<file path="config.mk">
export PLATFORM = sky130hd
export DESIGN_NAME = aspc_top
export DESIGN_NICKNAME = d
export VERILOG_FILES = /design/src/common/aspc_pkg.sv /design/src/rtl/aspc_pin_sync.sv /design/src/rtl/aspc_top.sv
export SDC_FILE = /design/constraint.sdc
export NUM_CORES = 1
export LEC_CHECK = 0
export ABC_AREA = 0
export BUFFER_PORTS_ARGS = -buffer_cell sky130_fd_sc_hd__buf_4
export CORE_MARGIN = 5
export CORE_UTILIZATION = 61
export CTS_CLUSTER_DIAMETER = 80
export DETAILED_ROUTE_END_ITERATION = 12
export PLACE_DENSITY = 0.79
export SYNTH_ARGS = -nofsm -noshare
export SYNTH_HDL_FRONTEND = slang
export SYNTH_SLANG_ARGS = --single-unit
</file>
<file path="constraint.sdc">
create_clock -name clk_i -period 2.83 [get_ports clk_i]
set_input_delay 0.566 -clock clk_i [delete_from_list [all_inputs] [get_ports clk_i]]
set_output_delay 0.566 -clock clk_i [all_outputs]
set_load 0.02 [all_outputs]
</file>
<file path="src/common/aspc_pkg.sv">
// Constants, register map and state types of the asynchronous serial port.
package aspc_pkg;

    // ---------------------------------------------------------------
    // Register map
    // ---------------------------------------------------------------
    localparam int ADDR_W = 3;
    localparam logic [2:0] REG_CTRL = 3'h0;
    localparam logic [2:0] REG_DATA = 3'h1;
    localparam logic [2:0] REG_OWN_ADDR = 3'h2;
    localparam logic [2:0] REG_ADDR_MASK = 3'h3;
    localparam logic [2:0] REG_AUX = 3'h4;
    localparam logic [2:0] REG_IRQ_ST = 3'h5;
    localparam logic [2:0] REG_IRQ_MASK = 3'h6;

    // ---------------------------------------------------------------
    // Field positions
    // ---------------------------------------------------------------
    localparam int CTL_MODE_HI = 7;
    localparam int CTL_MODE_LO = 6;
    localparam int CTL_MPF = 5;
    localparam int CTL_REN = 4;
    localparam int CTL_TB8 = 3;
    localparam int CTL_RB8 = 2;
    localparam int CTL_TI = 1;
    localparam int CTL_RI = 0;
    localparam int AUX_ERR_ACC = 0;
    localparam int AUX_DOUBLE = 1;
    localparam int AUX_CLK6 = 2;
    localparam int IRQ_TX = 0;
    localparam int IRQ_RX = 1;
    localparam int IRQ_FE = 2;

    // ---------------------------------------------------------------
    // Reset values
    // ---------------------------------------------------------------
    localparam logic [7:0] CTRL_RST = 8'h00;
    localparam logic [7:0] OWN_ADDR_RST = 8'h00;
    localparam logic [7:0] ADDR_MASK_RST = 8'h00;
    localparam logic [2:0] AUX_RST = 3'h0;
    localparam logic [2:0] IRQ_MASK_RST = 3'h0;

    // ---------------------------------------------------------------
    // Timing counts
    // ---------------------------------------------------------------
    localparam logic [6:0] BIT_DIV_12C = 7'h40;
    localparam logic [6:0] BIT_DIV_6C = 7'h20;
    localparam int OS_LOG2 = 4;
    localparam logic [3:0] OS_SAMPLE = 4'h7;
    localparam logic [3:0] OS_LAST = 4'hf;
    localparam logic [3:0] SH_DIV_12C = 4'hc;
    localparam logic [3:0] SH_DIV_6C = 4'h6;
    localparam logic [3:0] SH_LAST_BIT = 4'h7;
    localparam logic [3:0] STOP_IDX_8 = 4'h9;
    localparam logic [3:0] STOP_IDX_9 = 4'ha;
    localparam logic [3:0] NINTH_IDX = 4'h9;

    // ---------------------------------------------------------------
    // Types
    // ---------------------------------------------------------------
    typedef enum logic [1:0] {
        MODE_SHIFT = 2'b00,
        MODE_UART8 = 2'b01,
        MODE_UART9_FIXED = 2'b10,
        MODE_UART9_VAR = 2'b11
    } aspc_mode_e;

    typedef enum logic [1:0] {
        TX_IDLE = 2'b00,
        TX_UART = 2'b01,
        TX_SHIFT = 2'b10
    } aspc_tx_e;

    typedef enum logic [1:0] {
        RX_IDLE = 2'b00,
        RX_UART = 2'b01,
        RX_SHIFT = 2'b10
    } aspc_rx_e;

endpackage

</file>
<file path="src/rtl/aspc_pin_sync.sv">
// Three-stage synchroniser that passes a pin level once two stages agree.
`timescale 1ns/10ps
`default_nettype none
module aspc_pin_sync (
    input wire logic clk_i,
    input wire logic rst_n_i,
    input wire logic pin_i,
    output logic level_o
);
    logic s1_reg;
    logic s2_reg;
    logic s3_reg;
    logic level_reg;

    always_ff @(posedge clk_i) begin
        if (!rst_n_i) begin
            s1_reg <= 1'b1;
            s2_reg <= 1'b1;
            s3_reg <= 1'b1;
        end else begin
            s1_reg <= pin_i;
            s2_reg <= s1_reg;
            s3_reg <= s2_reg;
        end
    end

    always_ff @(posedge clk_i) begin
        if (!rst_n_i) begin
            level_reg <= 1'b1;
        end else if (s2_reg == s3_reg) begin
            level_reg <= s3_reg;
        end
    end

    assign level_o = level_reg;
endmodule
`default_nettype wire

</file>
<file path="src/rtl/aspc_top.sv">
// Asynchronous serial port: mode control, bit timing, transmit, receive, address filter.
`timescale 1ns/10ps
`default_nettype none
// Summary of operation
// - Two mode bits select one of four modes.
// - Mode 2 divides oscillator, doubling picks divisor.
// - Full duplex in modes 1 to 3; modes 1, 3 use timer overflow.
// - Ninth bit, or mode 1 stop bit, captured.
// - Transmit done at stop start or bit eight.
// - Transmit done flag cleared only by software.
// - Receive done at stop bit or bit eight.
// - Stop error sticky, visible with access bit.
// - Given address is own address AND mask.
// - Broadcast address is own address OR mask.
module aspc_top (
    input wire logic clk_i,
    input wire logic rst_n_i,
    input wire logic [aspc_pkg::ADDR_W-1:0] addr_i,
    input wire logic [7:0] wdata_i,
    input wire logic wr_i,
    input wire logic rd_i,
    output logic [7:0] rdata_o,
    input wire logic t1_ovf_i,
    input wire logic rxd_i,
    output logic rxd_o,
    output logic rxd_oe_o,
    output logic txd_o,
    output logic irq_o
);
    import aspc_pkg::*;

    function automatic logic addr_hit(input logic [7:0] b, input logic [7:0] pat, input logic [7:0] care);
        return ((b ^ pat) & care) == 8'h00;
    endfunction

    logic mode_hi_reg, mode_lo_reg, mpf_reg, ren_reg, tb8_reg;
    logic ti_reg, ri_reg, rb8_reg, fe_reg;
    logic err_acc_reg, dbl_reg, clk6_reg;
    logic [7:0] own_addr_reg, addr_mask_reg, rx_data_reg, rdata_reg, rd_mux;
    logic [2:0] irq_st_reg, irq_mask_reg, os_cnt_reg, os_div;
    logic t1_pre_reg, os_tick;
    logic [3:0] sh_cnt_reg, sh_div, sh_half;
    logic sh_wrap, sh_mid, sh_restart;
    aspc_mode_e cur_mode;
    aspc_tx_e tx_state_reg;
    aspc_rx_e rx_state_reg;
    logic [10:0] tx_frame_reg;
    logic [3:0] tx_idx_reg, tx_phase_reg, rx_idx_reg, rx_phase_reg, stop_idx;
    logic [7:0] rx_shift_reg;
    logic rx_bit9_reg, rx_line, rx_prev_reg, nine;
    logic wr_ctrl, wr_data, ti_set, ri_set, fe_set, rx_stop_evt, addr_ok, rx_accept;
    logic txd_reg, rxd_out_reg, rxd_oe_reg;

    // ---------------------------------------------------------------
    // Register writes and flags
    // ---------------------------------------------------------------
    assign wr_ctrl = wr_i && (addr_i == REG_CTRL);
    assign wr_data = wr_i && (addr_i == REG_DATA);
    assign cur_mode = aspc_mode_e'({mode_hi_reg, mode_lo_reg});
    assign nine = mode_hi_reg;
    assign stop_idx = nine ? STOP_IDX_9 : STOP_IDX_8;

    always_ff @(posedge clk_i) begin
        if (!rst_n_i) begin
            mode_hi_reg <= CTRL_RST[CTL_MODE_HI];
            mode_lo_reg <= CTRL_RST[CTL_MODE_LO];
            mpf_reg <= CTRL_RST[CTL_MPF];
            ren_reg <= CTRL_RST[CTL_REN];
            tb8_reg <= CTRL_RST[CTL_TB8];
        end else if (wr_ctrl) begin
            if (!err_acc_reg) begin
                mode_hi_reg <= wdata_i[CTL_MODE_HI];
            end
            mode_lo_reg <= wdata_i[CTL_MODE_LO];
            mpf_reg <= wdata_i[CTL_MPF];
            ren_reg <= wdata_i[CTL_REN];
            tb8_reg <= wdata_i[CTL_TB8];
        end
    end

    // Hardware sets win over a software write in the same cycle.
    always_ff @(posedge clk_i) begin
        if (!rst_n_i) begin
            ti_reg <= CTRL_RST[CTL_TI];
            ri_reg <= CTRL_RST[CTL_RI];
            rb8_reg <= CTRL_RST[CTL_RB8];
        end else begin
            if (ti_set) begin
                ti_reg <= 1'b1;
            end else if (wr_ctrl) begin
                ti_reg <= wdata_i[CTL_TI];
            end
            if (ri_set) begin
                ri_reg <= 1'b1;
            end else if (wr_ctrl) begin
                ri_reg <= wdata_i[CTL_RI];
            end
            if (rx_accept) begin
                rb8_reg <= nine ? rx_bit9_reg : rx_line;
            end else if (wr_ctrl) begin
                rb8_reg <= wdata_i[CTL_RB8];
            end
        end
    end

    always_ff @(posedge clk_i) begin
        if (!rst_n_i) begin
            fe_reg <= CTRL_RST[CTL_MODE_HI];
        end else if (fe_set) begin
            fe_reg <= 1'b1;
        end else if (wr_ctrl && err_acc_reg) begin
            fe_reg <= wdata_i[CTL_MODE_HI];
        end
    end

    always_ff @(posedge clk_i) begin
        if (!rst_n_i) begin
            own_addr_reg <= OWN_ADDR_RST;
            addr_mask_reg <= ADDR_MASK_RST;
            {clk6_reg, dbl_reg, err_acc_reg} <= AUX_RST;
            irq_mask_reg <= IRQ_MASK_RST;
        end else if (wr_i) begin
            if (addr_i == REG_OWN_ADDR) begin
                own_addr_reg <= wdata_i;
            end
            if (addr_i == REG_ADDR_MASK) begin
                addr_mask_reg <= wdata_i;
            end
            if (addr_i == REG_AUX) begin
                clk6_reg <= wdata_i[AUX_CLK6];
                dbl_reg <= wdata_i[AUX_DOUBLE];
                err_acc_reg <= wdata_i[AUX_ERR_ACC];
            end
            if (addr_i == REG_IRQ_MASK) begin
                irq_mask_reg <= wdata_i[2:0];
            end
        end
    end

    // ---------------------------------------------------------------
    // Interrupt status, write one to clear
    // ---------------------------------------------------------------
    always_ff @(posedge clk_i) begin
        if (!rst_n_i) begin
            irq_st_reg <= 3'h0;
        end else begin
            irq_st_reg <= (irq_st_reg & ~((wr_i && addr_i == REG_IRQ_ST) ? wdata_i[2:0] : 3'h0))
                | {fe_set, ri_set, ti_set};
        end
    end
    assign irq_o = |(irq_st_reg & irq_mask_reg);

    // ---------------------------------------------------------------
    // Read port
    // ---------------------------------------------------------------
    always_comb begin
        unique case (addr_i)
            REG_CTRL: rd_mux = {err_acc_reg ? fe_reg : mode_hi_reg, mode_lo_reg, mpf_reg, ren_reg,
                tb8_reg, rb8_reg, ti_reg, ri_reg};
            REG_DATA: rd_mux = rx_data_reg;
            REG_OWN_ADDR: rd_mux = own_addr_reg;
            REG_ADDR_MASK: rd_mux = addr_mask_reg;
            REG_AUX: rd_mux = {5'h00, clk6_reg, dbl_reg, err_acc_reg};
            REG_IRQ_ST: rd_mux = {5'h00, irq_st_reg};
            REG_IRQ_MASK: rd_mux = {5'h00, irq_mask_reg};
            default: rd_mux = 8'h00;
        endcase
    end

    always_ff @(posedge clk_i) begin
        if (!rst_n_i) begin
            rdata_reg <= 8'h00;
        end else begin
            rdata_reg <= rd_i ? rd_mux : 8'h00;
        end
    end
    assign rdata_o = rdata_reg;

    // ---------------------------------------------------------------
    // Bit timing: sixteen sample ticks per bit in modes 1 to 3
    // ---------------------------------------------------------------
    always_comb begin
        logic [6:0] b;
        b = clk6_reg ? BIT_DIV_6C : BIT_DIV_12C;
        if (dbl_reg) begin
            b = b >> 1;
        end
        b = b >> OS_LOG2;
        os_div = b[2:0];
    end

    always_ff @(posedge clk_i) begin
        if (!rst_n_i) begin
            os_cnt_reg <= 3'h0;
            t1_pre_reg <= 1'b0;
        end else begin
            os_cnt_reg <= (os_cnt_reg == os_div - 3'h1) ? 3'h0 : os_cnt_reg + 3'h1;
            if (t1_ovf_i) begin
                t1_pre_reg <= ~t1_pre_reg;
            end
        end
    end

    always_comb begin
        if (cur_mode == MODE_UART9_FIXED) begin
            os_tick = (os_cnt_reg == os_div - 3'h1);
        end else begin
            os_tick = t1_ovf_i && (dbl_reg || t1_pre_reg);
        end
    end

    // Shift clock of mode 0, restarted so that every frame begins on a full period.
    assign sh_div = clk6_reg ? SH_DIV_6C : SH_DIV_12C;
    assign sh_half = sh_div >> 1;
    assign sh_wrap = (sh_cnt_reg == sh_div - 4'h1);
    assign sh_mid = (sh_cnt_reg == sh_half - 4'h1);

    always_ff @(posedge clk_i) begin
        if (!rst_n_i || sh_restart || sh_wrap) begin
            sh_cnt_reg <= 4'h0;
        end else begin
            sh_cnt_reg <= sh_cnt_reg + 4'h1;
        end
    end

    // ---------------------------------------------------------------
    // Transmitter; a data write while busy is ignored
    // ---------------------------------------------------------------
    assign sh_restart = (tx_state_reg == TX_IDLE && rx_state_reg == RX_IDLE && cur_mode == MODE_SHIFT)
        && (wr_data || (ren_reg && !ri_reg));
    assign ti_set = (tx_state_reg == TX_UART && os_tick && tx_phase_reg == OS_LAST
        && tx_idx_reg == stop_idx - 4'h1)
        || (tx_state_reg == TX_SHIFT && sh_wrap && tx_idx_reg == SH_LAST_BIT);

    always_ff @(posedge clk_i) begin
        if (!rst_n_i) begin
            tx_state_reg <= TX_IDLE;
            tx_frame_reg <= 11'h7ff;
            tx_idx_reg <= 4'h0;
            tx_phase_reg <= 4'h0;
        end else begin
            unique case (tx_state_reg)
                TX_IDLE: begin
                    tx_idx_reg <= 4'h0;
                    tx_phase_reg <= 4'h0;
                    if (wr_data && cur_mode != MODE_SHIFT) begin
                        tx_state_reg <= TX_UART;
                        tx_frame_reg <= {1'b1, nine ? tb8_reg : 1'b1, wdata_i, 1'b0};
                    end else if (wr_data && rx_state_reg == RX_IDLE) begin
                        tx_state_reg <= TX_SHIFT;
                        tx_frame_reg <= {3'h7, wdata_i};
                    end
                end
                TX_UART: begin
                    if (os_tick) begin
                        tx_phase_reg <= tx_phase_reg + 4'h1;
                        if (tx_phase_reg == OS_LAST) begin
                            tx_frame_reg <= {1'b1, tx_frame_reg[10:1]};
                            tx_idx_reg <= tx_idx_reg + 4'h1;
                            if (tx_idx_reg == stop_idx) begin
                                tx_state_reg <= TX_IDLE;
                            end
                        end
                    end
                end
                TX_SHIFT: begin
                    if (sh_wrap) begin
                        tx_frame_reg <= {1'b1, tx_frame_reg[10:1]};
                        tx_idx_reg <= tx_idx_reg + 4'h1;
                        if (tx_idx_reg == SH_LAST_BIT) begin
                            tx_state_reg <= TX_IDLE;
                        end
                    end
                end
                default: tx_state_reg <= TX_IDLE;
            endcase
        end
    end

    // ---------------------------------------------------------------
    // Receiver, independent of the transmitter except in mode 0, where each waits for the other to go idle
    // ---------------------------------------------------------------
    aspc_pin_sync u_rxd_sync (
        .clk_i(clk_i),
        .rst_n_i(rst_n_i),
        .pin_i(rxd_i),
        .level_o(rx_line)
    );

    assign rx_stop_evt = rx_state_reg == RX_UART && os_tick && rx_phase_reg == OS_SAMPLE
        && rx_idx_reg == stop_idx;
    assign addr_ok = addr_hit(rx_shift_reg, own_addr_reg & addr_mask_reg, addr_mask_reg)
        || addr_hit(rx_shift_reg, own_addr_reg | addr_mask_reg, own_addr_reg | addr_mask_reg);
    assign rx_accept = rx_stop_evt && !ri_reg
        && (!mpf_reg || (nine ? (rx_bit9_reg && addr_ok) : rx_line));
    assign fe_set = rx_stop_evt && !rx_line;
    assign ri_set = rx_accept
        || (rx_state_reg == RX_SHIFT && sh_wrap && rx_idx_reg == SH_LAST_BIT);

    always_ff @(posedge clk_i) begin
        if (!rst_n_i) begin
            rx_state_reg <= RX_IDLE;
            rx_prev_reg <= 1'b1;
            rx_idx_reg <= 4'h0;
            rx_phase_reg <= 4'h0;
            rx_shift_reg <= 8'h00;
            rx_bit9_reg <= 1'b0;
            rx_data_reg <= 8'h00;
        end else begin
            rx_prev_reg <= rx_line;
            if (ri_set) begin
                rx_data_reg <= rx_shift_reg;
            end
            unique case (rx_state_reg)
                RX_IDLE: begin
                    rx_idx_reg <= 4'h0;
                    rx_phase_reg <= 4'h0;
                    if (ren_reg && cur_mode != MODE_SHIFT && rx_prev_reg && !rx_line) begin
                        rx_state_reg <= RX_UART;
                    end else if (sh_restart && !wr_data) begin
                        rx_state_reg <= RX_SHIFT;
                    end
                end
                RX_UART: begin
                    if (os_tick) begin
                        rx_phase_reg <= rx_phase_reg + 4'h1;
                        if (rx_phase_reg == OS_LAST) begin
                            rx_idx_reg <= rx_idx_reg + 4'h1;
                        end
                        if (rx_phase_reg == OS_SAMPLE) begin
                            if ((rx_idx_reg == 4'h0 && rx_line) || rx_idx_reg == stop_idx) begin
                                rx_state_reg <= RX_IDLE;
                            end else if (nine && rx_idx_reg == NINTH_IDX) begin
                                rx_bit9_reg <= rx_line;
                            end else if (rx_idx_reg != 4'h0) begin
                                rx_shift_reg <= {rx_line, rx_shift_reg[7:1]};
                            end
                        end
                    end
                end
                RX_SHIFT: begin
                    if (sh_mid) begin
                        rx_shift_reg <= {rx_line, rx_shift_reg[7:1]};
                    end
                    if (sh_wrap) begin
                        rx_idx_reg <= rx_idx_reg + 4'h1;
                        if (rx_idx_reg == SH_LAST_BIT) begin
                            rx_state_reg <= RX_IDLE;
                        end
                    end
                end
                default: rx_state_reg <= RX_IDLE;
            endcase
        end
    end

    // ---------------------------------------------------------------
    // Pin drivers; in mode 0 the transmit pin carries the shift clock
    // ---------------------------------------------------------------
    always_ff @(posedge clk_i) begin
        if (!rst_n_i) begin
            txd_reg <= 1'b1;
            rxd_out_reg <= 1'b1;
            rxd_oe_reg <= 1'b0;
        end else begin
            if (tx_state_reg == TX_SHIFT || rx_state_reg == RX_SHIFT) begin
                txd_reg <= sh_cnt_reg >= sh_half;
            end else begin
                txd_reg <= (tx_state_reg == TX_UART) ? tx_frame_reg[0] : 1'b1;
            end
            rxd_out_reg <= tx_frame_reg[0];
            rxd_oe_reg <= (tx_state_reg == TX_SHIFT);
        end
    end
    assign txd_o = txd_reg;
    assign rxd_o = rxd_out_reg;
    assign rxd_oe_o = rxd_oe_reg;
endmodule
`default_nettype wire

</file>
== After elaboration in Yosys (flattened, before gate mapping) ==
Index checks and enable logic that the tools add are counted.

* Add/subtract/negate cells: 10
* Magnitude comparators: 1
* Eq/ne operators: 41
* Multiplexer cells: 62
* Bitwise gates (word level): 14
* Reductions and logical operators: 81

{| class="wikitable"
|+ Operator list
! kind !! number
|-
| $pmux 8 s7 || 1
|-
| $mux 11 || 5
|-
| $mux 8 || 6
|-
| $mux 4 || 9
|-
| $pmux 11 s3 || 1
|-
| $logic_and 1x1->1 || 31
|-
| $mux 2 || 15
|-
| $and 8x8->8 || 3
|-
| $pmux 4 s3 || 2
|-
| $add 4x1->4 const B || 5
|-
| $eq 4x4->1 || 5
|-
| $logic_not 8->1 || 2
|-
| $ne 2x1->1 const B || 8
|-
| $pmux 4 s2 || 2
|-
| $pmux 8 s2 || 1
|-
| $reduce_and 2->1 || 8
|-
| $reduce_bool 2->1 || 8
|-
| $xor 8x8->8 || 2
|-
| $mux 1 || 15
|-
| $mux 7 || 2
|-
| $ne 2x2->1 const B || 7
|-
| $eq 4x3->1 const B || 3
|-
| $eq 4x4->1 const B || 3
|-
| $pmux 2 s3 || 2
|-
| 32 further kinds || 63
|}

* Register bits after elaboration: 106
* Input port bits: 17
* Output and inout bits: 12
* Logic and storage cells: 247

== Logic depth before layout (Yosys ltp) ==
Gate-level depths: netlist (run 1).

* Word-level depth: 12
* Depth in mapped cells: 10
* Gate-level depth less buffers: 8

== Modules after synthesis ==
A second synthesis (run 1) with hierarchy kept.

* Cell total of the unflattened synthesis: 642
* Area total of the unflattened synthesis: 5595.4 um^2

{| class="wikitable"
|+ Modules (own cells, without submodules)
! module !! times used !! cells an instance !! area an instance (um^2) !! sequential area each (um^2)
|-
| aspc_top || 1 || 632 || 5482.8 || 2021.9
|-
| aspc_pin_sync || 1 || 10 || 112.6 || 80.1
|}

== Least setup slack after synthesis (run 1) ==
Ideal clock, no wire load.

* Kind: input-to-reg
* Start point: input port addr_i[2] (netlist name)
* End point: register tx_frame_reg[0]
* Library setup time: 0.121 ns
* Arrival: 2.185 ns
* Data required time: 2.709 ns
* Path slack: 0.524 ns
* Stages on the path: 9
* Buffers on the path: 3
* Cell sequence: clkbuf_1 > and4bb_1 > o21ai_1 > and3_1 > nand2b_1 > buf_6 > nand2b_4 > buf_6 > mux2_4

* Word-level cells in the longest chain between the ends: 5
* Elaborated cells on any way between the ends: 8
* Classes of those cells: 2 x eq/ne; 2 x mux; 4 x reduce/logical

{| class="wikitable"
|+ Ends and longest elaborated chain
! what !! line !! text
|-
| from (decl) || aspc_top.sv:18 || <nowiki>input wire logic [aspc_pkg::ADDR_W-1:0] addr_i,</nowiki>
|-
| $eq 3x1->1 * || aspc_top.sv:58 || <nowiki>assign wr_data = wr_i && (addr_i == REG_DATA);</nowiki>
|-
| $logic_and 1x1->1 * || aspc_top.sv:58 ||
|-
| $logic_and 1x1->1, on equally long branches || aspc_top.sv:246, aspc_top.sv:249 ||
|-
| $ne 3x1->1 (no source line) / $mux 11 (equally long branches) || - ||
|-
| $reduce_and 5->1 (no source line) / $pmux 11 s3 (equally long branches) || - ||
|-
| to (signal assigned) || aspc_top.sv:248 || <nowiki>tx_frame_reg <= {1'b1, nine ? tb8_reg : 1'b1, wdata_i, 1'b0};</nowiki>
|-
| to (signal assigned) || aspc_top.sv:251 || <nowiki>tx_frame_reg <= {3'h7, wdata_i};</nowiki>
|-
| to (signal assigned) || aspc_top.sv:258 || <nowiki>tx_frame_reg <= {1'b1, tx_frame_reg[10:1]};</nowiki>
|-
| to (decl) || aspc_top.sv:47 || <nowiki>logic [10:0] tx_frame_reg;</nowiki>
|}

Mark *: on every way between the ends. The rest lies on a longest branch, timed or not.
A chain may end at the register's enable or synchronous reset.

== Worst setup path in the final report (run 1) ==
* Start point: register clk6_reg
* End point: register rx_data_reg[5]

* Word-level cells in the longest chain between the ends: 11
* Elaborated cells on any way between the ends: 16
* Classes of those cells: 2 x add/sub; 2 x eq/ne; 4 x mux; 8 x reduce/logical

{| class="wikitable"
|+ Ends and longest elaborated chain
! what !! line !! text
|-
| from (decl) || aspc_top.sv:38 || <nowiki>logic err_acc_reg, dbl_reg, clk6_reg;</nowiki>
|-
| from (signal assigned) || aspc_top.sv:130 || <nowiki>clk6_reg <= wdata_i[AUX_CLK6];</nowiki>
|-
| $mux 7 || aspc_top.sv:184 || <nowiki>b = clk6_reg ? BIT_DIV_6C : BIT_DIV_12C;</nowiki>
|-
| $mux 7 || aspc_top.sv:185 || <nowiki>if (dbl_reg) begin</nowiki>
|-
| $sub 3x1->3 || aspc_top.sv:206 || <nowiki>os_tick = (os_cnt_reg == os_div - 3'h1);</nowiki>
|-
| $eq 3x3->1 || aspc_top.sv:206 ||
|-
| $mux 1 || aspc_top.sv:205 || <nowiki>if (cur_mode == MODE_UART9_FIXED) begin</nowiki>
|-
| $logic_and 1x1->1 (2 in series) || aspc_top.sv:290 || <nowiki>assign rx_stop_evt = rx_state_reg == RX_UART && os_tick && rx_phase_reg == OS_SAMPLE</nowiki>
|-
| $logic_and 1x1->1 || aspc_top.sv:291 || <nowiki>&& rx_idx_reg == stop_idx;</nowiki>
|-
| $logic_and 1x1->1 || aspc_top.sv:294 || <nowiki>assign rx_accept = rx_stop_evt && !ri_reg</nowiki>
|-
| $logic_and 1x1->1 || aspc_top.sv:295 || <nowiki>&& (!mpf_reg || (nine ? (rx_bit9_reg && addr_ok) : rx_line));</nowiki>
|-
| $logic_or 1x1->1 * || aspc_top.sv:298 || <nowiki>|| (rx_state_reg == RX_SHIFT && sh_wrap && rx_idx_reg == SH_LAST_BIT);</nowiki>
|-
| to (signal assigned) || aspc_top.sv:312 || <nowiki>rx_data_reg <= rx_shift_reg;</nowiki>
|-
| to (decl) || aspc_top.sv:39 || <nowiki>logic [7:0] own_addr_reg, addr_mask_reg, rx_data_reg, rdata_reg, rd_mux;</nowiki>
|}

Marks and branches as above.

==> results.tsv, run 1 <==
stage	metric	value	unit
global_routing	grt_pass1_vias	4494	
global_routing	grt_pass1_wl	22.2	mm
status	status	completed	
power	internal-power	2.44	mW
yosys	synthMostInstantiatedCell	dfxtp_1	
finish	syn_to_final_growth	9.09	%
yosys	ys_ff_latch	105	
yosys	yosys.area.top_type_share	0.376	
critical_path	critPathLaunchType	flop	
critical_path	worstSetupPathType	flop to flop	
yosys	netlist_area	5590	µm²
yosys	syn-mean-instance-area	9.00	µm²
power	p_switching	1.25	mW
power	pwr-share-comb	0.258	
yosys	synthArstFlopShare	0	
detailed_routing	via_count	4741	
critical_path	cp_cell_sequence	or3b_1, a211o_2, or3_1, and3_1, nand2_1, o2111ai_1	
worst_hold_path	hold_path_depth	2	
global_routing	use_met2	0.401	
placement	port_buffers	28	
yosys	synthTopCellsByArea	dfxtp_1 (38%), mux2i_1 (9.7%), nand2_1 (4.4%)	
placement	place.gp.congestion	0.986	
clocking	post_cts_buffers	0	
floorplan	die-width	106	µm
clocking	clock_path_buffers	2	
power	ir_drop	0.449	mV
yosys	postSynthCellCount	621	
worst_hold_path	min_path_type	input pin to flop	
timing	whs	0.350	ns
timing	fin_skew	0.0136	ns
timing	period_share	0.899	
placement	dpl.hpwl	9.65	mm
floorplan	num_rows	35	
power	p_sw_frac	0.339	
power	p_leak	2.40	nW
yosys	ys_types	67	
timing	fin_crit	2.54	ns
floorplan	die_h	106	µm
global_routing	top_usage_layer	met2	
clocking	cts_buffers	9	
timing	worst_slew_pin_slew	0.880	ns
critical_path	crit_path_end_kind	flop	
floorplan	ios	29	
yosys	synth_warnings	0	
detailed_routing	drt-wirelength-per-cell	17.7	µm
power	clkPwrFrac	0.276	
yosys	seq_area_frac_synth	0.376	
critical_path	cp.required	3.08	ns
detailed_routing	vias_per_cell	6.32	
finish	finalNetCount	669	
critical_path	r2r_cells	6	
timing	maxSlewHeadroom	0.411	
critical_path	critPathArrivalTime	2.79	ns
yosys	ys_top_cells_by_count	dfxtp_1 (105), nand2_1 (66), mux2i_1 (54)	
critical_path	crit_fanout	17	
floorplan	die-area	11200	µm²
worst_hold_path	hold_start	rxd_i	
yosys	synth_edf_count	0	
power	p_per_area	605	nW/µm²
power	total_power	3.69	mW
critical_path	reg2reg_to	rx_data_reg[5]	
finish	layout-drive-gt1-share	0.121	
global_routing	met3_usage	0.0521	
placement	place_area	5870	µm²
critical_path	crit_slowest_cell	or3_1	
detailed_routing	ant_nets	0	
clocking	clkSlewWorstSetupHoldPaths	0.12	ns
yosys	synth_ff_type	dfxtp_1	
placement	place_ws	0.282	ns
detailed_routing	drc	0	
global_routing	grt_max_degree	40	
timing	rsz0062_at_grt	no	
clocking	clock-sinks	105	
timing	setup_viol	0	
finish	n_antenna_cell	0	
timing	maxSlewViolCount	0	
detailed_routing	drt_pass1_iterations	5	
clocking	cts-root-buf	clkbuf_8	
critical_path	r2r_slack	0.29	ns
yosys	synth_area_leader_cell	dfxtp_1	
detailed_routing	drtIter0Drc	280	
clocking	insertion_delay	0.38	ns
finish	n_fill_cell	746	
critical_path	slowest_delay	0.61	ns
worst_hold_path	min_to	u_rxd_sync.s1_reg	
clocking	tritoncts	built	
clocking	ctsHtreeMaxLevel	3	
global_routing	grt_usage	0.243	
global_routing	grt_use_met1	0.324	
job	cap_violations	0	
detailed_routing	wl	13.2	mm
global_routing	antenna_found_initial	0	
timing	finalHoldViolCount	0	
critical_path	r2r_start	clk6_reg	
floorplan	core-area	9060	µm²
timing	fmax	0.393	GHz
timing	fin_tns_setup	0	ns
power	pwr-share-seq	0.466	
timing	layout_setup_ws	0.286	ns
floorplan	initial_utilization	0.616	
global_routing	grt_overflow_total	0	
yosys	syn-num-nets	656	
finish	largest_register_ffs	10	
finish	fin_area	6090	µm²
## kinds of logic (layout without fill, tap and decap cells)
family,count (synthesis),in the layout,synth area share
adder cells (fa/ha/maj),18,18,0.0403
buffers and inverters,57,75,0.0428
AND/OR/NAND/NOR,237,237,0.232
multiplexers,62,62,0.126
XOR/XNOR,14,14,0.0219
flip-flops,105,105,0.376
AO/OA/AOI/OAI,128,128,0.161
## what timing repair did
action                                  in CTS  in global routing
gates resized for setup                      0                  1
endpoints found under the setup margin       0                  1
hold buffers                                 0                  0
## worst max path at each step
| stage | start | end | cells past startpoint |
|---|---|---|---|
| after floorplan | addr_i[2] | tx_frame_reg[0] | 9 |
| after global placement | clk6_reg | rb8_reg | 6 |
| after detailed placement | clk6_reg | rb8_reg | 6 |
| after CTS | clk6_reg | rb8_reg | 6 |
| after global routing | clk6_reg | rx_idx_reg[1] | 5 |
| final | clk6_reg | rx_data_reg[5] | 6 |
## final cells by class
type	instances	area, µm²	area share
clock buffer	9	124	0.0203
multi-input combinational	459	3250	0.533
sequential	105	2100	0.345
inverter	18	67.6	0.0111
tap	111	139	0.0228
timing repair buffer	41	320	0.0526
clock inverter	7	95.1	0.0156
## cell usage in the layout, fill, tap and decap left out, types with 16 or more instances in the layout
| cell type | instances |
|---|---|
| a21oi_1 | 16 |
| buf_4 | 40 |
| dfxtp_1 | 105 |
| ha_1 | 18 |
| inv_1 | 18 |
| mux2i_1 | 54 |
| nand2_1 | 66 |
| nand2b_1 | 20 |
| nand3_1 | 19 |
| nor2_1 | 31 |
| nor2b_1 | 33 |
| o21ai_0 | 25 |
## per-stage QoR
step / cells / util
final: 750 / 0.672
after global routing: 750 / 0.672
after CTS: 750 / 0.672
after detailed placement: 734 / 0.648
after global placement: 734 / 0.648
after floorplan: 621 / -
## layer usage
metal | vias up | routed length [µm]
met5 | - | 0
met4 | 0 | 192
met3 | 19 | 947
met2 | 181 | 6290
met1 | 2279 | 5820
li1 | 2262 | -
## power by group through the flow
stage	sequential, mW	clock, mW	combinational (mW)
2_1_floorplan	1.73	0	0.734
3_3_place_gp	1.74	0	0.905
3_5_place_dp	1.75	0	0.944
4_1_cts	1.71	1.03	0.947
5_1_grt	1.73	1.11	1.06
6_report	1.72	1.02	0.952
## critical path: cells and delay by family, from the launching register on
family             cells  cell delay [ns]
and+or+nand+nor        4             1.38
DFF                    1             0.52
AOI/OAI and AO/OA      2             0.52
(Power assumes the default switching activity.)
==> inputs of run 2 (changes only) <==
BUFFER_PORTS_ARGS = -buffer_cell sky130_fd_sc_hd__buf_2   (was -buffer_cell sky130_fd_sc_hd__buf_4)
CTS_BUF_LIST = sky130_fd_sc_hd__clkbuf_16   (was not set)
==> run 2 against run 1 <==
Against the previous run: clock skew down 0.0057 ns; die area unchanged; first-iteration DRC count down 2.1%; cell count unchanged; utilization down 0.069 points; count of clock-buffer cells in the layout unchanged; sequential power about the same; combinational power down 2.7%; critical endpoint is now rx_data_reg[3]; largest cell class unchanged; largest power group unchanged; highest routed layer unchanged.
==> results.tsv, run 2 (synthesized netlist as in run 1, its figures left out) <==
stage	metric	value	unit
floorplan	die-area	11200	µm²
floorplan	core-area	9060	µm²
timing	finalHoldViolCount	0	
global_routing	grt_pass1_wl	22.3	mm
finish	final_cell_mix	dfxtp_1 (105), nand2_1 (66), mux2i_1 (54)	
floorplan	initial_utilization	0.616	
clocking	insertion_delay	0.34	ns
clocking	clock_path_buffers	2	
clocking	clock-sinks	105	
timing	period_share	0.921	
clocking	ctsHtreeMaxLevel	3	
timing	maxSlewHeadroom	0.533	
finish	final_cells	750	
finish	layout-drive-gt1-share	0.119	
detailed_routing	via_count	4682	
finish	finish.utilization	0.672	
floorplan	ios	29	
timing	fin_tns_setup	0	ns
detailed_routing	drt-wirelength-per-cell	17.5	µm
timing	layout_setup_ws	0.225	ns
detailed_routing	drt_pass1_iterations	6	
critical_path	worstSetupPathType	flop to flop	
worst_hold_path	min_path_type	input pin to flop	
clocking	cts_buffers	9	
floorplan	die-width	106	µm
global_routing	grt_overflow_total	0	
critical_path	crit_path_end_kind	flop	
clocking	tritoncts	built	
floorplan	num_rows	35	
timing	fmax	0.384	GHz
global_routing	antenna_found_initial	0	
critical_path	cp.required	3.03	ns
global_routing	grt_usage	0.243	
clocking	clkSlewWorstSetupHoldPaths	0.08	ns
status	status	completed	
global_routing	grt_max_degree	49	
finish	finalNetCount	669	
power	p_per_area	632	nW/µm²
clocking	cts-root-buf	clkbuf_16	
critical_path	critPathLaunchType	flop	
clocking	cts.hold.buffers_added	0	
clocking	post_cts_buffers	0	
detailed_routing	vias_per_cell	6.24	
timing	fin_crit	2.61	ns
critical_path	critPathArrivalTime	2.81	ns
detailed_routing	ant_nets	0	
placement	dpl.hpwl	9.49	mm
critical_path	crit_fanout	17	
clocking	cts_resized	0	
detailed_routing	drtIter0Drc	274	
finish	largest_register_ffs	10	
placement	place_ws	0.303	ns
finish	syn_to_final_growth	8.98	%
timing	worst_slew_pin_slew	0.695	ns
power	p_leak	2.41	nW
placement	place.gp.congestion	0.932	
timing	maxSlewViolCount	0	
placement	port_buffers	28	
finish	n_antenna_cell	0	
detailed_routing	drc	0	
timing	fin_skew	0.00793	ns
detailed_routing	wl	13.1	mm
global_routing	grt_pass1_vias	4502	
finish	final_common_cell	dfxtp_1	
placement	placedCellCount	734	
timing	rsz0062_at_grt	no	
timing	setup_viol	0	
job	cap_violations	0	
power	total_power	3.85	mW
power	ir_drop	0.438	mV
floorplan	die_h	106	µm
[run 2: where the power goes]
part	switching, mW	internal, mW	leakage (nW)
clock	0.589	0.615	0.139
sequential	0.104	1.61	0.851
combinational	0.558	0.368	1.42
[run 2: worst max-delay path, stage by stage (launching register included)]
cell,delay (ns)
dfxtp_1,0.51
or3b_1,0.38
a211o_2,0.39
or3_1,0.64
and3_1,0.33
nand2b_1,0.08
o2111ai_1,0.13
[run 2: per-stage QoR]
| stage | hold slack [ns] | area, µm² |
|---|---|---|
| floorplan | 0.386 | 5590 |
| global placement | 0.398 | 5800 |
| detailed placement | 0.406 | 5800 |
| CTS | 0.393 | 6090 |
| global route | 0.404 | 6090 |
| finish | 0.396 | 6090 |
[run 2: worst paths after layout]
check	from	end	slack [ns]	cells after the start
setup / recovery	clk6_reg	rx_data_reg[3]	0.22	6
hold reg to reg	u_rxd_sync.s1_reg	u_rxd_sync.s2_reg	0.42	1
setup reg to reg	clk6_reg	rx_data_reg[3]	0.22	6
hold / removal	rxd_i	u_rxd_sync.s1_reg	0.40	2
[run 2: layout make-up]
class | count | area [µm²]
clock buffers | 9 | 225
clock inverters | 7 | 58.8
fillers | 717 | 2980
inverters | 18 | 67.6
multi-input cells | 459 | 3250
flip-flops and latches | 105 | 2100
well taps | 111 | 139
repair buffers | 41 | 250
[run 2: routing by layer]
| layer | GRT usage | part of all wire | vias up |
|---|---|---|---|
| li1 | - | - | 2255 |
| met1 | 0.329 | 0.46 | 2258 |
| met2 | 0.395 | 0.46 | 146 |
| met3 | 0.0490 | 0.059 | 23 |
| met4 | 0.0703 | 0.021 | 0 |
| met5 | 0 | 0 | - |
==> inputs of run 3 (changes only) <==
CORE_UTILIZATION = 62   (was 61)
CTS_BUF_LIST = sky130_fd_sc_hd__clkbuf_4 sky130_fd_sc_hd__clkbuf_8   (was sky130_fd_sc_hd__clkbuf_16)
PLACE_DENSITY = 0.81   (was 0.79)
==> run 3 against run 2 <==
Against the previous run: sequential share of layout area grew 0.69 points; highest routed layer unchanged; register-to-register slack better by 0.05 ns; largest power group unchanged; clock power decreased by 27%; critical endpoint is now rx_data_reg[1]; design area is 2.0% lower; fmax increased by 1.9%; setup slack gained 0.048 ns; wire length shrank 1.3%; via count up 0.11%; total power is 8.7% lower; first-iteration DRC count increased by 20%; utilization grew 0.95 points.
==> results.tsv, run 3 (synthesized netlist as in run 1, its figures left out) <==
stage	metric	value	unit
timing	finalHoldViolCount	0	
detailed_routing	ant_nets	0	
finish	syn_to_final_growth	6.85	%
finish	final_common_cell	dfxtp_1	
placement	place_area	5790	µm²
clocking	cts-root-buf	clkbuf_8	
finish	ff_latch_area	2100	µm²
critical_path	critPathArrivalTime	2.80	ns
timing	worst_slew_pin_slew	0.849	ns
floorplan	initial_utilization	0.637	
critical_path	worstSetupPathType	flop to flop	
clocking	ctsHtreeMaxLevel	3	
floorplan	die_h	105	µm
clocking	cts.hold.buffers_added	0	
worst_hold_path	min_path_type	input pin to flop	
detailed_routing	drc	0	
finish	finish.utilization	0.681	
timing	rsz0062_at_grt	no	
global_routing	grt_pass1_vias	4466	
floorplan	die-area	11000	µm²
floorplan	num_rows	34	
placement	port_buffers	28	
critical_path	reg2reg_to	rx_data_reg[1]	
critical_path	r2r_cells	6	
timing	maxSlewHeadroom	0.432	
power	p_leak	2.35	nW
power	total_power	3.51	mW
finish	n_antenna_cell	0	
critical_path	slowest_delay	0.62	ns
critical_path	crit_end	rx_data_reg[1]	
timing	fin_skew	0.00781	ns
placement	dpl.hpwl	9.50	mm
power	ir_drop	0.374	mV
detailed_routing	vias_per_cell	6.28	
global_routing	antenna_found_initial	0	
finish	layout-drive-gt1-share	0.118	
finish	final_cell_mix	dfxtp_1 (105), nand2_1 (66), mux2i_1 (54)	
critical_path	critPathLaunch	clk6_reg	
finish	multi_input_area	3250	µm²
critical_path	crit_path_end_kind	flop	
critical_path	cp_cell_sequence	or3b_1, a211o_2, or3_1, and3_1, nand2b_1, o2111ai_1	
clocking	clock-sinks	105	
timing	maxSlewViolCount	0	
clocking	post_cts_buffers	0	
detailed_routing	wl	13.0	mm
floorplan	die-width	105	µm
detailed_routing	drtIter0Drc	330	
floorplan	core-area	8760	µm²
global_routing	grt_usage	0.240	
timing	period_share	0.904	
job	cap_violations	0	
clocking	insertion_delay	0.37	ns
finish	largest_register_ffs	10	
finish	fin_area	5970	µm²
power	p_per_area	588	nW/µm²
floorplan	ios	29	
critical_path	crit_slowest_cell	or3_1	
clocking	clkSlewWorstSetupHoldPaths	0.10	ns
global_routing	grt_pass1_wl	22.1	mm
status	status	completed	
clocking	tritoncts	built	
timing	setup_viol	0	
finish	finalNetCount	668	
timing	fin_crit	2.56	ns
finish	n_fill_cell	700	
detailed_routing	drt-wirelength-per-cell	17.4	µm
critical_path	r2r_start	clk6_reg	
timing	whs	0.368	ns
detailed_routing	via_count	4687	
detailed_routing	drt_pass1_iterations	5	
critical_path	crit_fanout	17	
clocking	cts_buffers	9	
global_routing	grt_max_degree	49	
critical_path	cp.required	3.07	ns
global_routing	grt_overflow_total	0	
critical_path	r2r_slack	0.27	ns
clocking	cts_resized	0	
placement	place.gp.congestion	0.909	
clocking	clock_path_buffers	2	
timing	fmax	0.391	GHz
timing	fin_tns_setup	0	ns
critical_path	critPathLaunchType	flop	
[run 3: cell count changes in the layout (fill, tap and decap cells not counted), sizes merged]
cell,delta
inv,-2
buf,-1
clkinv,+2
[run 3: power breakdown]
group          leakage (nW)  total, mW  internal (mW)  switching [mW]
clock network        0.0904      0.871          0.329           0.543
logic                  1.41      0.922          0.370           0.553
registers             0.851       1.72           1.61           0.105
[run 3: worst max-delay path: cells and delay by family (launching register included)]
family	cells	cell delay, ns
simple gates	4	1.43
flops	1	0.50
compound gates	2	0.50
[run 3: worst min-delay path by stage]
stage,start,to,slack [ns],depth (start not counted)
2_1_floorplan,u_rxd_sync.s1_reg,u_rxd_sync.s2_reg,0.39,1
3_3_place_gp,u_rxd_sync.s1_reg,u_rxd_sync.s2_reg,0.39,1
3_5_place_dp,u_rxd_sync.s1_reg,u_rxd_sync.s2_reg,0.40,1
4_1_cts,rxd_i,u_rxd_sync.s1_reg,0.36,2
5_1_grt,rxd_i,u_rxd_sync.s1_reg,0.35,2
6_report,rxd_i,u_rxd_sync.s1_reg,0.37,2
[run 3: cell type report]
| class | instances | area share |
|---|---|---|
| Clock inverter | 7 | 0.00880 |
| Timing Repair Buffer | 40 | 0.0407 |
| Sequential cell | 105 | 0.352 |
| Tap cell | 108 | 0.0226 |
| Clock buffer | 9 | 0.0208 |
| Inverter | 18 | 0.0113 |
| Multi-Input combinational cell | 459 | 0.544 |
[run 3: per-stage QoR]
| stage | instances | setup slack (ns) |
|---|---|---|
| finish | 746 | 0.273 |
| global placement | 730 | 0.420 |
| floorplan | 621 | 0.524 |
| CTS | 746 | 0.292 |
| detailed placement | 730 | 0.308 |
| global route | 746 | 0.142 |
[run 3: per-layer routing]
metal,GRT usage,vias up,routed length (µm)
li1,-,2262,-
met1,0.329,2241,5810
met2,0.386,166,6070
met3,0.0456,18,868
met4,0.0712,0,214
met5,0,-,0
